--- config.mk ---
export PLATFORM = sky130hd
export DESIGN_NAME = watchdog_unit
export DESIGN_NICKNAME = d
export VERILOG_FILES = /design/src/core/watchdog_unit_fix_note.sv /design/src/core/wdt_pkg.sv /design/src/core/watchdog_unit.sv /design/src/core/lsosc_sync.sv
export SDC_FILE = /design/constraint.sdc
export NUM_CORES = 1
export LEC_CHECK = 0
export ABC_CLOCK_PERIOD_IN_PS = 4500
export BUFFER_PORTS_ARGS = -buffer_cell sky130_fd_sc_hd__buf_2
export CAP_MARGIN = 20
export CORE_ASPECT_RATIO = 1.2
export CORE_UTILIZATION = 55
export CTS_CLUSTER_DIAMETER = 120
export CTS_CLUSTER_SIZE = 24
export DETAILED_ROUTE_END_ITERATION = 10
export PLACE_DENSITY_LB_ADDON = 0.1
export SLEW_MARGIN = 15
export SYNTH_ARGS = -nofsm -noshare
export SYNTH_HDL_FRONTEND = slang
export SYNTH_SLANG_ARGS = --single-unit
--- constraint.sdc ---
create_clock -name sys_clk -period 4.5 [get_ports sys_clk]
set_input_delay 0.225 -clock sys_clk [delete_from_list [all_inputs] [get_ports sys_clk]]
set_output_delay 0.225 -clock sys_clk [all_outputs]
set_load 0.02 [all_outputs]
--- src/core/watchdog_unit_fix_note.sv ---
// Purpose: none
// Assumes: none
// Notes: intentionally empty

--- src/core/wdt_pkg.sv ---
// Purpose: shared constants and types of the watchdog unit
// Assumes: 32-bit AXI4-Lite register port, 20 MHz system clock
// Notes: every offset, field, reset value and timing count lives here

package wdt_pkg;

	// ==========================================================
	// register offsets (byte addresses)
	localparam logic [7:0] MODE_CFG_OFS = 8'h00;
	localparam logic [7:0] CLEAR_KEY_OFS = 8'h04;
	localparam logic [7:0] CLEAR_BITOP_OFS = 8'h08;
	localparam logic [7:0] STATUS_OFS = 8'h0C;
	localparam logic [7:0] COUNT_OFS = 8'h10;

	// ==========================================================
	// mode register layout and values
	localparam int CYC_SEL_LSB = 0;
	localparam int CLK_SEL_LSB = 3;
	localparam logic [2:0] MODE_TOP_BITS = 3'h3;
	localparam logic [7:0] MODE_CFG_RESET = 8'h67;
	localparam logic [1:0] CLK_SEL_LOW_SPEED = 2'h0;
	localparam logic [1:0] CLK_SEL_SYSTEM = 2'h1;
	localparam logic [2:0] CYC_SEL_MAX = 3'h7;

	// ==========================================================
	// clear register values
	localparam logic [7:0] CLEAR_KEY_VALUE = 8'hAC;
	localparam logic [7:0] CLEAR_KEY_READ = 8'h9A;

	// ==========================================================
	// overflow exponents for cycle select 000
	localparam logic [4:0] LOW_SPEED_EXP_BASE = 5'h0B;
	localparam logic [4:0] SYSTEM_EXP_BASE = 5'h0D;
	localparam int COUNT_W = 20;

	// ==========================================================
	// status register bits
	localparam int ST_RUNNING = 0;
	localparam int ST_MODE_WRITTEN = 1;
	localparam int ST_STOPPABLE = 2;
	localparam int ST_EXEMPT = 3;
	localparam int ST_PAUSING = 4;

	// ==========================================================
	// timing: pause after stop standby (typical figure)
	localparam int SYS_CLK_PERIOD_NS = 50;
	localparam int STOP_PAUSE_NS = 34000;
	localparam int STOP_PAUSE_CYC = STOP_PAUSE_NS / SYS_CLK_PERIOD_NS;
	localparam int PAUSE_W = 11;

	// ==========================================================
	// bus answers
	localparam logic [1:0] RESP_OKAY = 2'h0;
	localparam logic [1:0] RESP_SLVERR = 2'h2;

	// mode configuration as held in the block
	typedef struct packed {
		logic [1:0] clk_sel;
		logic [2:0] cyc_sel;
	} mode_cfg_type;

endpackage : wdt_pkg

--- src/core/watchdog_unit.sv ---
// Purpose: standby-aware watchdog with keyed clear and one-shot mode write
// Assumes: AXI4-Lite master with one write and one read at a time
// Notes: reset request is a one-cycle pulse to the chip reset logic

`timescale 1ns/100ps

// How it works
// fixed personality always counts on the low-speed oscillator.
// after reset count at once, low-speed clock, longest cycle setting.
// fixed personality cannot be stopped by any write.
// fixed personality ignores written clock-select bits.
// every mode write clears the counter.
// key write to clear register zeroes the count, counting goes on.
// fixed personality keeps counting through halt and stop.
// overflow at the selected time raises an internal reset.
// software clears the count in time during stop, from a timer.
// stoppable personality picks low-speed, system clock or stopped.
// mode set by full-byte writes; low three bits pick overflow.
// software writes mode bits seven to five as zero, one, one.
// first write stopping the unit exempts later bad writes from reset.
// stoppable personality holds count in standby, resumes same clock.
// stoppable personality stops in stop standby for either clock.
// after stop standby, stay paused about 34 us then resume.
// stoppable personality holds count in halt for either clock.
// clock select 00 low-speed, 01 system, 1x stopped.
// cycle 000..111 gives 2^11..2^18 low or 2^13..2^20 system clocks.
// second mode write raises reset unless exempt.
// non-key write or bit operation on clear register raises reset.
// counter twenty bits, overflow bit chosen by cycle field.
// personality strap caught after reset, held until next reset.
module watchdog_unit
	import wdt_pkg::*;
(
	// clock and reset
	input wire logic sys_clk,
	input wire logic rst_b,
	// axi4-lite write channels
	input wire logic [7:0] s_axi_awaddr,
	input wire logic s_axi_awvalid,
	output logic s_axi_awready,
	input wire logic [31:0] s_axi_wdata,
	input wire logic [3:0] s_axi_wstrb,
	input wire logic s_axi_wvalid,
	output logic s_axi_wready,
	output logic [1:0] s_axi_bresp,
	output logic s_axi_bvalid,
	input wire logic s_axi_bready,
	// axi4-lite read channels
	input wire logic [7:0] s_axi_araddr,
	input wire logic s_axi_arvalid,
	output logic s_axi_arready,
	output logic [31:0] s_axi_rdata,
	output logic [1:0] s_axi_rresp,
	output logic s_axi_rvalid,
	input wire logic s_axi_rready,
	// clock source, strap and standby state
	input wire logic low_speed_osc_clk,
	input wire logic stoppable_strap,
	input wire logic halt_mode,
	input wire logic stop_mode,
	// internal reset request
	output logic wdt_reset_req
);

	// ==========================================================
	// declarations
	logic aw_held_q, w_held_q, bvalid_q, rvalid_q;
	logic [7:0] aw_addr_q;
	logic [31:0] w_data_q;
	logic [3:0] w_strb_q;
	logic [1:0] bresp_q, rresp_q;
	logic [31:0] rdata_q, rdata_d;
	logic wr_fire, byte_wr, wr_mode, wr_key, wr_bitop, wr_known;
	logic strap_taken_q, stoppable_q;
	mode_cfg_type cfg_q;
	logic mode_written_q, exempt_q;
	logic [COUNT_W-1:0] cnt_q;
	logic [PAUSE_W-1:0] pause_q;
	logic stop_prev_q;
	logic osc_tick, tick, standby, running, ovf, viol, clear;
	logic reset_req_q;

	// overflow reached when all bits below the chosen exponent are set
	function automatic logic at_terminal(input logic [COUNT_W-1:0] cnt,
		input logic [2:0] cyc, input logic sys);
		logic [4:0] expo;
		logic [COUNT_W-1:0] mask;
		expo = (sys ? SYSTEM_EXP_BASE : LOW_SPEED_EXP_BASE) + {2'h0, cyc};
		mask = COUNT_W'((21'h000001 << expo) - 21'h000001);
		return (cnt & mask) == mask;
	endfunction : at_terminal

	// ==========================================================
	// low-speed oscillator edge detect
	lsosc_sync u_lsosc_sync (
		.sys_clk(sys_clk),
		.rst_b(rst_b),
		.low_speed_osc_clk(low_speed_osc_clk),
		.osc_tick(osc_tick)
	);

	// ==========================================================
	// axi4-lite write side: address and data taken in either order
	assign s_axi_awready = !aw_held_q && !bvalid_q;
	assign s_axi_wready = !w_held_q && !bvalid_q;
	assign wr_fire = aw_held_q && w_held_q && !bvalid_q;
	assign s_axi_bvalid = bvalid_q;
	assign s_axi_bresp = bresp_q;

	always_ff @(posedge sys_clk or negedge rst_b) begin
		if (!rst_b) begin
			aw_held_q <= 1'b0;
			w_held_q <= 1'b0;
			aw_addr_q <= 8'h00;
			w_data_q <= 32'h00000000;
			w_strb_q <= 4'h0;
			bvalid_q <= 1'b0;
			bresp_q <= RESP_OKAY;
		end else begin
			if (s_axi_awvalid && s_axi_awready) begin
				aw_held_q <= 1'b1;
				aw_addr_q <= s_axi_awaddr;
			end
			if (s_axi_wvalid && s_axi_wready) begin
				w_held_q <= 1'b1;
				w_data_q <= s_axi_wdata;
				w_strb_q <= s_axi_wstrb;
			end
			if (wr_fire) begin
				aw_held_q <= 1'b0;
				w_held_q <= 1'b0;
				bvalid_q <= 1'b1;
				bresp_q <= wr_known ? RESP_OKAY : RESP_SLVERR;
			end else if (bvalid_q && s_axi_bready) begin
				bvalid_q <= 1'b0;
			end
		end
	end

	// write decode; only a write with the low byte lane is a byte write
	assign byte_wr = w_strb_q[0];
	assign wr_mode = wr_fire && aw_addr_q == MODE_CFG_OFS && byte_wr;
	assign wr_key = wr_fire && aw_addr_q == CLEAR_KEY_OFS && byte_wr;
	assign wr_bitop = wr_fire && aw_addr_q == CLEAR_BITOP_OFS;
	assign wr_known = aw_addr_q == MODE_CFG_OFS ||
		aw_addr_q == CLEAR_KEY_OFS || aw_addr_q == CLEAR_BITOP_OFS;

	// ==========================================================
	// axi4-lite read side
	assign s_axi_arready = !rvalid_q;
	assign s_axi_rvalid = rvalid_q;
	assign s_axi_rdata = rdata_q;
	assign s_axi_rresp = rresp_q;

	// read mux; unmapped reads return zero
	always_comb begin
		rdata_d = 32'h00000000;
		case (s_axi_araddr)
			MODE_CFG_OFS: rdata_d[7:0] = {MODE_TOP_BITS, cfg_q};
			CLEAR_KEY_OFS: rdata_d[7:0] = CLEAR_KEY_READ;
			STATUS_OFS: begin
				rdata_d[ST_RUNNING] = running;
				rdata_d[ST_MODE_WRITTEN] = mode_written_q;
				rdata_d[ST_STOPPABLE] = stoppable_q;
				rdata_d[ST_EXEMPT] = exempt_q;
				rdata_d[ST_PAUSING] = pause_q != '0;
			end
			COUNT_OFS: rdata_d[COUNT_W-1:0] = cnt_q;
			default: rdata_d = 32'h00000000;
		endcase
	end

	always_ff @(posedge sys_clk or negedge rst_b) begin
		if (!rst_b) begin
			rvalid_q <= 1'b0;
			rdata_q <= 32'h00000000;
			rresp_q <= RESP_OKAY;
		end else if (s_axi_arvalid && s_axi_arready) begin
			rvalid_q <= 1'b1;
			rdata_q <= rdata_d;
			rresp_q <= (s_axi_araddr == MODE_CFG_OFS ||
				s_axi_araddr == CLEAR_KEY_OFS ||
				s_axi_araddr == STATUS_OFS ||
				s_axi_araddr == COUNT_OFS) ? RESP_OKAY : RESP_SLVERR;
		end else if (rvalid_q && s_axi_rready) begin
			rvalid_q <= 1'b0;
		end
	end

	// ==========================================================
	// personality strap caught once after reset release
	always_ff @(posedge sys_clk or negedge rst_b) begin
		if (!rst_b) begin
			strap_taken_q <= 1'b0;
			stoppable_q <= 1'b0;
		end else if (!strap_taken_q) begin
			strap_taken_q <= 1'b1;
			stoppable_q <= stoppable_strap;
		end
	end

	// ==========================================================
	// mode register: one write, then locked
	always_ff @(posedge sys_clk or negedge rst_b) begin
		if (!rst_b) begin
			cfg_q <= mode_cfg_type'(MODE_CFG_RESET[4:0]);
			mode_written_q <= 1'b0;
			exempt_q <= 1'b0;
		end else if (wr_mode && !mode_written_q) begin
			mode_written_q <= 1'b1;
			cfg_q.cyc_sel <= w_data_q[CYC_SEL_LSB +: 3];
			if (stoppable_q) begin
				cfg_q.clk_sel <= w_data_q[CLK_SEL_LSB +: 2];
				exempt_q <= w_data_q[CLK_SEL_LSB + 1];
			end else begin
				cfg_q.clk_sel <= CLK_SEL_LOW_SPEED;
			end
		end
	end

	// ==========================================================
	// pause after stop standby ends
	always_ff @(posedge sys_clk or negedge rst_b) begin
		if (!rst_b) begin
			stop_prev_q <= 1'b0;
			pause_q <= '0;
		end else begin
			stop_prev_q <= stop_mode;
			if (stop_prev_q && !stop_mode && stoppable_q) begin
				pause_q <= PAUSE_W'(STOP_PAUSE_CYC);
			end else if (pause_q != '0) begin
				pause_q <= pause_q - PAUSE_W'(1);
			end
		end
	end

	// ==========================================================
	// counting conditions and reset causes
	assign standby = halt_mode || stop_mode || pause_q != '0;
	assign running = !cfg_q.clk_sel[1] &&
		(!stoppable_q || !standby);
	assign tick = running &&
		(cfg_q.clk_sel == CLK_SEL_SYSTEM ? 1'b1 : osc_tick);
	assign ovf = tick && at_terminal(cnt_q, cfg_q.cyc_sel,
		cfg_q.clk_sel == CLK_SEL_SYSTEM);
	assign viol = !exempt_q && ((wr_mode && mode_written_q) ||
		(wr_key && w_data_q[7:0] != CLEAR_KEY_VALUE) ||
		wr_bitop);
	assign clear = wr_mode || (wr_key && w_data_q[7:0] == CLEAR_KEY_VALUE);

	// watchdog counter
	always_ff @(posedge sys_clk or negedge rst_b) begin
		if (!rst_b) begin
			cnt_q <= '0;
		end else if (clear || ovf) begin
			cnt_q <= '0;
		end else if (tick) begin
			cnt_q <= cnt_q + COUNT_W'(1);
		end
	end

	// reset request pulse
	always_ff @(posedge sys_clk or negedge rst_b) begin
		if (!rst_b) begin
			reset_req_q <= 1'b0;
		end else begin
			reset_req_q <= ovf || viol;
		end
	end

	assign wdt_reset_req = reset_req_q;
endmodule : watchdog_unit

--- src/core/lsosc_sync.sv ---
// Purpose: brings the low-speed oscillator into the system clock domain
// Assumes: oscillator well below half the system clock rate
// Notes: emits one pulse per rising oscillator edge

`timescale 1ns/100ps

module lsosc_sync (
	// clock and reset
	input wire logic sys_clk,
	input wire logic rst_b,
	// oscillator pin and tick out
	input wire logic low_speed_osc_clk,
	output logic osc_tick
);

	logic meta_q;
	logic sync_q;
	logic prev_q;

	// ==========================================================
	// two-stage synchroniser, then edge history
	always_ff @(posedge sys_clk or negedge rst_b) begin
		if (!rst_b) begin
			meta_q <= 1'b0;
			sync_q <= 1'b0;
			prev_q <= 1'b0;
		end else begin
			meta_q <= low_speed_osc_clk;
			sync_q <= meta_q;
			prev_q <= sync_q;
		end
	end

	// rising edge of the synchronised oscillator
	assign osc_tick = sync_q & ~prev_q;

endmodule : lsosc_sync

# Yosys cells after proc, flatten, opt, wreduce, memory -nomap -nowiden

Cells that the tools add are included.

Bits in registers: 90
Bits of input ports: 63
Output and inout bits: 42

Add/sub/neg operators: 4
Equal/unequal tests: 9
Shifts and indexed selects: 1
Multiplexer cells: 20
Bitwise gates (word level): 3
Reductions and logical operators: 57

Operator list:

| cell                                                                   | count |
|---|---|
| 20-bit two-way mux                                                     | 2 |
| 1-bit logical AND                                                      | 24 |
| 11-bit two-way mux                                                     | 2 |
| 20-bit by 1-bit adder with 20-bit output (second input constant)       | 1 |
| 20-bit AND                                                             | 1 |
| 20-bit equality test                                                   | 1 |
| 5-bit case mux with 4 select lines                                     | 1 |
| 1-bit by 5-bit << shifter with 20-bit output (first input constant)    | 1 |
| 20-bit by 1-bit subtractor with 20-bit output (second input constant)  | 1 |
| 8-bit by 3-bit equality test with 1-bit output (second input constant) | 2 |
| 8-bit by 4-bit equality test with 1-bit output (second input constant) | 2 |
| 8-bit logical NOT                                                      | 2 |
| 1-bit logical OR                                                       | 13 |
| 12-bit two-way mux                                                     | 1 |
| 2-bit nonzero test                                                     | 6 |
| 11-bit nonzero test                                                    | 1 |
| 11-bit by 1-bit subtractor with 11-bit output (second input constant)  | 1 |
| 1-bit logical NOT                                                      | 10 |
| 1-bit two-way mux                                                      | 9 |
| 3-bit case mux with 3 select lines                                     | 1 |
| 8-bit by 5-bit equality test with 1-bit output (second input constant) | 1 |
| 8-bit equality test (second input constant)                            | 1 |
| 8-bit inequality test (second input constant)                          | 1 |
| 2-bit two-way mux                                                      | 3 |
| 6 further kinds                                                        | 6 |

# Logic depth before layout (Yosys ltp)

Gate-level depths: netlist of run 1.

Depth after elaboration: 10
Mapped depth: 15
Gate-level depth less buffers: 13

# Modules after synthesis

Synthesis of run 1 repeated with hierarchy kept, for this count alone.

Cell total of the unflattened synthesis: 521
Area total of the unflattened synthesis: 5033.6 sq um

By module, submodules not included:

| module        | times used | cells each | area each (sq um) | sequential area each (sq um) |
|---|---|---|---|---|
| watchdog_unit | 1          | 517        | 4944.7            | 2130.8 |
| lsosc_sync    | 1          | 4          | 88.8              | 75.1 |

# Worst setup path after synthesis of run 1

No wires, ideal clock.

Kind: register -> register
Start: reg cfg_q[4] (netlist name)
End: reg cnt_q[10]
Setup time: 0.119 ns
Data arrival time: 3.744 ns
Setup slack: 0.637 ns
Cell stages (with the launch flop): 14
Buffers on the path: 1
Period minus slack after synthesis: 3.863 ns
Cells stage by stage: dfrtp_1 > nand2b_4 > maj3_2 > fa_1 > or2_1 > or3_1 > ha_1 > o22ai_1 > a211oi_2 > o311ai_1 > or4_4 > o31ai_4 > buf_6 > nor2_2

Word-level cells in the longest chain between the ends: 10
Elaborated cells on any way between the ends: 15
Those cells by class: 2 x add/sub; 2 x eq/ne; 1 x shift; 3 x mux; 1 x bitwise; 6 x reduce/logical

RTL lines:

| what                                                            | line                                       | text |
|---|---|---|
| from (decl)                                                     | watchdog_unit.sv:75                        | `mode_cfg_type cfg_q;` |
| from (signal assigned)                                          | watchdog_unit.sv:206                       | `cfg_q <= mode_cfg_type'(MODE_CFG_RESET[4:0]);` |
| 2-bit by 1-bit equality test with 1-bit output                  | watchdog_unit.sv:243, watchdog_unit.sv:245 |  |
| 3-bit two-way mux                                               | watchdog_unit.sv:88                        | `expo = (sys ? SYSTEM_EXP_BASE : LOW_SPEED_EXP_BASE) + {2'h0, cyc};` |
| 4-bit by 3-bit adder with 5-bit output                          | watchdog_unit.sv:88                        |  |
| 1-bit by 5-bit << shifter with 20-bit output                    | watchdog_unit.sv:89                        | `mask = COUNT_W'((21'h000001 << expo) - 21'h000001);` |
| 20-bit by 1-bit subtractor with 20-bit output                   | watchdog_unit.sv:89                        |  |
| 20-bit AND                                                      | watchdog_unit.sv:90                        | `return (cnt & mask) == mask;` |
| 20-bit equality test                                            | watchdog_unit.sv:90                        |  |
| 1-bit logical AND                                               | watchdog_unit.sv:244                       | `assign ovf = tick && at_terminal(cnt_q, cfg_q.cyc_sel,` |
| 1-bit logical OR                                                | watchdog_unit.sv:255                       | `end else if (clear \|\| ovf) begin` |
| 20-bit two-way mux / 2-bit nonzero test (equally long branches) | --                                         |  |
| to (signal assigned)                                            | watchdog_unit.sv:258                       | `cnt_q <= cnt_q + COUNT_W'(1);` |
| to (decl)                                                       | watchdog_unit.sv:77                        | `logic [COUNT_W-1:0] cnt_q;` |

Several ways; a longest one is shown, not always the timed one.
A chain may end at the register's enable or synchronous reset.

# Worst setup path after layout of run 1

Start: reg cfg_q[4] (netlist name)
End: reg cnt_q[16]

The elaborated chain is that of the path after synthesis.

==> results of run 1 <==
[synthesized netlist by cell type (all sizes together) (2+ instances only)]
library cell / n / area (um^2)
or3: 7 / 43.8
a211oi: 6 / 55.1
a311oi: 2 / 17.5
nor2: 46 / 223
or4bb: 2 / 22.5
a21oi: 17 / 96.4
a21o: 3 / 22.5
a31o: 2 / 17.5
ha: 4 / 50.1
and3: 5 / 31.3
nand3b: 3 / 22.5
nand3: 15 / 75.1
mux2: 21 / 236
nand2: 42 / 158
o22ai: 4 / 25.0
o31ai: 6 / 58.8
inv: 18 / 70.1
xnor2: 20 / 220
dfstp: 3 / 78.8
or4: 3 / 26.3
o21ai: 24 / 120
buf: 21 / 175
a21boi: 2 / 18.8
a31oi: 6 / 37.5
mux2i: 6 / 60.1
o2111ai: 2 / 23.8
a22o: 13 / 114
nor3: 16 / 80.1
o21a: 2 / 15.0
xor2: 14 / 123
or2: 4 / 25.0
nand4: 7 / 50.1
and2: 3 / 18.8
nor4: 5 / 37.5
nand2b: 8 / 57.6
dfrtp: 85 / 2130
clkbuf: 12 / 45.0
conb: 2 / 7.51
[per-stage QoR]
stage | util | hold WS, ns
final | 0.642 | 0.0176
after floorplan | - | -0.0706
after global placement | 0.612 | 0.120
after detailed placement | 0.612 | 0.121
after global routing | 0.642 | 0.00493
after CTS | 0.642 | 0.00556
[worst paths after layout]
path,cells after the start,startpoint,endpoint,slack (ns)
setup / recovery,13,cfg_q[4]$_DFFE_PN0P_,cnt_q[16]$_DFFE_PN0P_,0.37
hold / removal,1,stop_mode,stop_prev_q$_DFF_PN0_,0.02
setup reg to reg,13,cfg_q[4]$_DFFE_PN0P_,cnt_q[16]$_DFFE_PN0P_,0.37
hold reg to reg,0,u_lsosc_sync.meta_q$_DFF_PN0_,u_lsosc_sync.sync_q$_DFF_PN0_,0.36
max in group asynchronous,3,rst_b,s_axi_bvalid$_DFFE_PN0P_,3.11
min in group asynchronous,2,rst_b,s_axi_rdata[18]$_DFFE_PN0P_,0.27
[power by group through the flow]
stage | clock (uW) | combinational, uW | sequential [uW]
2_1_floorplan | 0 | 551 | 1090
3_3_place_gp | 0 | 677 | 1120
3_5_place_dp | 0 | 699 | 1130
4_1_cts | 656 | 705 | 1110
5_1_grt | 686 | 777 | 1150
6_report | 637 | 701 | 1110
[final cells by class]
class / instances / area, um^2
multi-input combinational: 353 / 2440
clock inverter: 4 / 73.8
tap: 117 / 146
inverter: 18 / 70.1
sequential: 88 / 2210
fill: 757 / 3080
timing repair buffer: 76 / 433
clock buffer: 12 / 165
[flip-flops by register name, indices dropped and copies added (netlist names), 5 cells and up]
signal / count
cfg_q: 5
aw_addr_q: 8
pause_q: 11
cnt_q: 20
w_data_q: 8
s_axi_rdata: 20
[layer usage]
layer | global-route usage | up-vias
met2 | 0.426 | 102
li1 | - | 1807
met5 | 0 | -
met3 | 0.0423 | 21
met1 | 0.281 | 1800
met4 | 0.126 | 0
[cell families after synthesis]
family | after synthesis | synth area share
AOI/OAI and AO/OA | 97 | 0.144
buffers and inverters | 51 | 0.0594
muxes | 27 | 0.0607
xor gates and xnor gates | 34 | 0.0702
other | 2 | 0.00154
DFF | 88 | 0.452
adders and majority gates | 6 | 0.0167
and+or+nand+nor | 174 | 0.196
[what timing repair did]
item / CTS / global route
hold buffers: 2 / 0
hold endpoints to repair: 22 / 0
buffers inserted: 0 / 0
==> impl_metrics.csv, run 1 <==
group,metric,value,unit
worst_setup_path,path_buf_inv,1,
clocking,clkSlewWorstSetupHoldPaths,0.09,ns
sta,fin_ws,0.369,ns
detailed_routing,top_layer_used,"met4",
clocking,cts_resized,0,
logic_synthesis,seq_area_frac_synth,0.452,
sta,setup_viol,0,
power,power.switching,817,uW
layout,final_common_cell,"dfrtp_1",
logic_synthesis,synthFlopType,"dfrtp_1",
worst_setup_path,arrival,4.39,ns
sta,finalCritPeriodShare,0.918,
power,power_leakage,0.00244,uW
placed_design,pre_cts_slack,0.382,ns
global_route,grtUsageTotal,0.244,
floorplanning,boundaryPins,105,
sta,tightest_slew,0.910,ns
layout,layout_common_cells,"dfrtp_1, buf_2, nand2_1",
global_route,grt_pass1_vias,3790,
logic_synthesis,netlist_area,0.00488,mm^2
detailed_routing,drt_iter0_drc,194,
layout,num_antenna_cells,0,
placed_design,dp_cells,650,
worst_setup_path,start_kind,"register",
power,seqPwrFrac,0.454,
detailed_routing,firstDrtPassIters,4,
sta,rsz0062_at_grt,"no",
sta,fin_setup_tns,0,ns
placed_design,dp_hpwl,7660,um
clocking,cts_buffers,9,
logic_synthesis,ys_ff_latch,88,
clocking,cts_tree,"done",
logic_synthesis,synth_edf_count,0,
logic_synthesis,synth_cell_types,73,
placed_design,io_buffers,63,
detailed_routing,wl_met3,359,um
worst_setup_path,endpoint_kind,"register",
power,internal_power,1640,uW
layout,syn_to_final_growth,13.2,%
floorplanning,initial_core_util,0.567,
sta,fmax,242,MHz
power,finalPower,2450,uW
floorplanning,die-area,0.00926,mm^2
status,status,"complete, no violations",
layout,fin_cells,668,
global_route,antenna_found_initial,0,
global_route,overflow,0,
layout,drive_above_1_share,0.289,
worst_setup_path,critical-path-slowest-cell,"or4_4",
global_route,grt_pass1_wl,17600,um
clocking,htreeDepth,3,
sta,hold_viol_final,0,
flow_run,drv_cap,0,
worst_setup_path,crit_family,"simple AND/OR/NAND/NOR gates",
power,sw_frac_of_total,0.333,
detailed_routing,routed_wl,10200,um
worst_setup_path,cp_max_fo,7,
worst_setup_path,crit_required,4.76,ns
floorplanning,die_y,105,um
power,powerDensity,443,mW/mm^2
clocking,clockBufferDepth,2,
detailed_routing,wl_met1,4220,um
floorplanning,core_area,0.00861,mm^2
detailed_routing,wire_per_inst,15.3,um
global_route,grt_max_degree,68,
power,p_comb_frac,0.286,
hold_path,min_path_type,"in -> reg",
detailed_routing,postRouteAntennaNets,0,
logic_synthesis,syn_avg_cell_area,10.2,um^2
worst_setup_path,cpPeakStageDelay,0.54,ns
logic_synthesis,ys_warn_count,0,
clocking,ctsRootBufferMaster,"clkbuf_8",
clocking,clk_latency,0.36,ns
sta,relSlewSlack,0.392,
floorplanning,num_rows,37,
logic_synthesis,synthArstFlopShare,1.00,
sta,skew,0.00935,ns
layout,fin_nets,614,
placed_design,detailed_place.area,0.00527,mm^2
clocking,clock_sinks,88,
sta,finalCriticalPeriod,4.13,ns
placed_design,place_congestion,0.877,
detailed_routing,via_count,3730,
worst_setup_path,cp_cell_sequence,"nand2b_4 -> maj3_2 -> fa_1 -> or2_1 -> or3_1 -> ha_1 -> a21boi_2 -> mux2i_1 -> nand4_1 -> or4_4 -> o31ai_4 -> buf_4 -> nor2_2",
layout,fin_area,0.00553,mm^2
logic_synthesis,synth_cells,479,
power,clockPowerShare,0.260,
detailed_routing,viasPerCell,5.58,
floorplanning,die_width,88.0,um
worst_setup_path,critical_path_class,"reg -> reg",
sta,slew_viol_final,0,
detailed_routing,wl_met2,5300,um
power,ir_drop,0.289,mV
detailed_routing,drc,0,
Power figures use the tool's default switching activity.
==> run 2, diff against run 1 <==
PLACE_DENSITY = 0.82   (was not set)
PLACE_DENSITY_LB_ADDON = not set   (was 0.1)
RECOVER_POWER = 100   (was not set)
==> impl_metrics.csv, run 2 (synthesized netlist as in run 1, its figures left out) <==
group,metric,value,unit
sta,finalCriticalPeriod,4.22,ns
sta,fin_ws,0.279,ns
layout,final_common_cell,"dfrtp_1",
power,ir_drop,0.380,mV
layout,layout_common_cells,"dfrtp_1, nor2_1, nand2_1",
detailed_routing,drt_iter0_drc,184,
placed_design,place_congestion,0.874,
worst_setup_path,crit_required,4.74,ns
detailed_routing,viasPerCell,5.62,
global_route,grtUsageTotal,0.247,
detailed_routing,drc,0,
clocking,htreeDepth,3,
global_route,grt_max_degree,63,
layout,post-route-util,0.626,
worst_setup_path,critical_path_class,"reg -> reg",
global_route,grt_pass1_vias,3766,
floorplanning,boundaryPins,105,
power,powerDensity,438,mW/mm^2
clocking,post_cts.repair.setup_buffers,0,
sta,slew_viol_final,0,
floorplanning,die-area,0.00926,mm^2
sta,fmax,237,MHz
global_route,antenna_found_initial,0,
worst_setup_path,reg2reg_from,"cfg_q[4]$_DFFE_PN0P_",
layout,num_antenna_cells,0,
detailed_routing,firstDrtPassIters,4,
sta,finalCritPeriodShare,0.938,
power,finalPower,2360,uW
layout,fin_nets,615,
floorplanning,die_y,105,um
worst_setup_path,endpoint_kind,"register",
detailed_routing,postRouteAntennaNets,0,
sta,setup_viol,0,
detailed_routing,via_count,3761,
clocking,clockBufferDepth,2,
worst_setup_path,crit_path_end,"cnt_q[2]$_DFFE_PN0P_",
worst_setup_path,cp_max_fo,20,
clocking,cts_buffers,9,
worst_setup_path,regToRegSetupSlack,0.28,ns
worst_setup_path,arrival,4.46,ns
layout,drive_above_1_share,0.196,
flow_run,drv_cap,0,
sta,fin_setup_tns,0,ns
layout,syn_to_final_growth,10.4,%
sta,relSlewSlack,0.0296,
clocking,clock_sinks,88,
placed_design,pre_cts_slack,0.383,ns
clocking,holdBufCountCts,3,
sta,skew,0.0141,ns
sta,rsz0062_at_grt,"no",
floorplanning,initial_core_util,0.567,
power,power_leakage,0.00229,uW
floorplanning,core_area,0.00861,mm^2
detailed_routing,wire_per_inst,15.6,um
floorplanning,num_rows,37,
hold_path,min_path_type,"in -> reg",
worst_setup_path,crit_start,"cfg_q[4]$_DFFE_PN0P_",
worst_setup_path,worstRegToRegCells,13,
clocking,ctsRootBufferMaster,"clkbuf_8",
worst_setup_path,reg2reg_to,"cnt_q[2]$_DFFE_PN0P_",
sta,hold_viol_final,0,
clocking,cts_resized,0,
clocking,clkSlewWorstSetupHoldPaths,0.08,ns
global_route,overflow,0,
global_route,grt_pass1_wl,17700,um
layout,fin_cells,669,
placed_design,dp_cells,650,
status,status,"complete, no violations",
floorplanning,die_width,88.0,um
sta,tightest_slew,1.46,ns
placed_design,dp_hpwl,7780,um
detailed_routing,routed_wl,10500,um
clocking,cts_tree,"done",
clocking,clk_latency,0.37,ns
worst_setup_path,start_kind,"register",
placed_design,io_buffers,63,
run 2: cell types whose count changed in the layout (fill, tap and decap cells not counted), sizes merged:
| cell | delta |
|---|---|
| buf | -32 |
| clkbuf | +32 |
| clkinvlp | +2 |
| bufinv | -1 |
| dlygate4sd3 | +1 |
| inv | -1 |
run 2: layer usage:
| layer | vias up | share of wire | track usage |
|---|---|---|---|
| li1 | 1810 | - | - |
| met1 | 1839 | 0.41 | 0.300 |
| met2 | 97 | 0.53 | 0.422 |
| met3 | 15 | 0.044 | 0.0493 |
| met4 | 0 | 0.014 | 0.103 |
| met5 | - | 0 | 0 |
run 2: how the worst min path moves through the flow:
stage,slack [ns],from,end,depth (start not counted)
floorplan,-0.07,rst_b,aw_addr_q[0]$_DFFE_PN0P_,0
global placement,0.15,rst_b,s_axi_rvalid$_DFFE_PN0P_,1
detailed placement,0.16,rst_b,s_axi_rvalid$_DFFE_PN0P_,1
CTS,0.03,s_axi_rready,s_axi_rvalid$_DFFE_PN0P_,2
global route,0.06,s_axi_rready,s_axi_rvalid$_DFFE_PN0P_,2
finish,0.04,s_axi_rready,s_axi_rvalid$_DFFE_PN0P_,2
run 2: critical path, cell delays in order, from the launching register on:
cell	delay, ns
dfrtp_1	0.45
nand2b_4	0.17
maj3_2	0.38
fa_1	0.48
or2_0	0.36
or3_1	0.36
ha_1	0.28
o22ai_1	0.08
a211oi_2	0.25
o311ai_1	0.14
or4_4	0.58
o31ai_4	0.30
buf_12	0.20
nor2_1	0.07
run 2: area by class of cell:
| class | count | area (um^2) |
|---|---|---|
| flip-flops and latches | 88 | 2210 |
| clock inverters | 4 | 53.8 |
| multi-input cells | 353 | 2370 |
| inverters | 18 | 70.1 |
| clock buffers | 12 | 145 |
| fillers | 761 | 3220 |
| well taps | 117 | 146 |
| repair buffers | 77 | 397 |
run 2: metrics by stage:
step	instance area [um^2]	hold slack, ns
6_report	5390	0.0399
3_3_place_gp	5270	0.153
4_1_cts	5500	0.0288
2_1_floorplan	4930	-0.0706
3_5_place_dp	5270	0.160
5_1_grt	5390	0.0590
run 2: power breakdown:
part           internal (uW)  total, uW  switching [uW]
clock network            273        553             280
logic                    305        699             394
registers                958       1110             153
total                   1540       2360             826
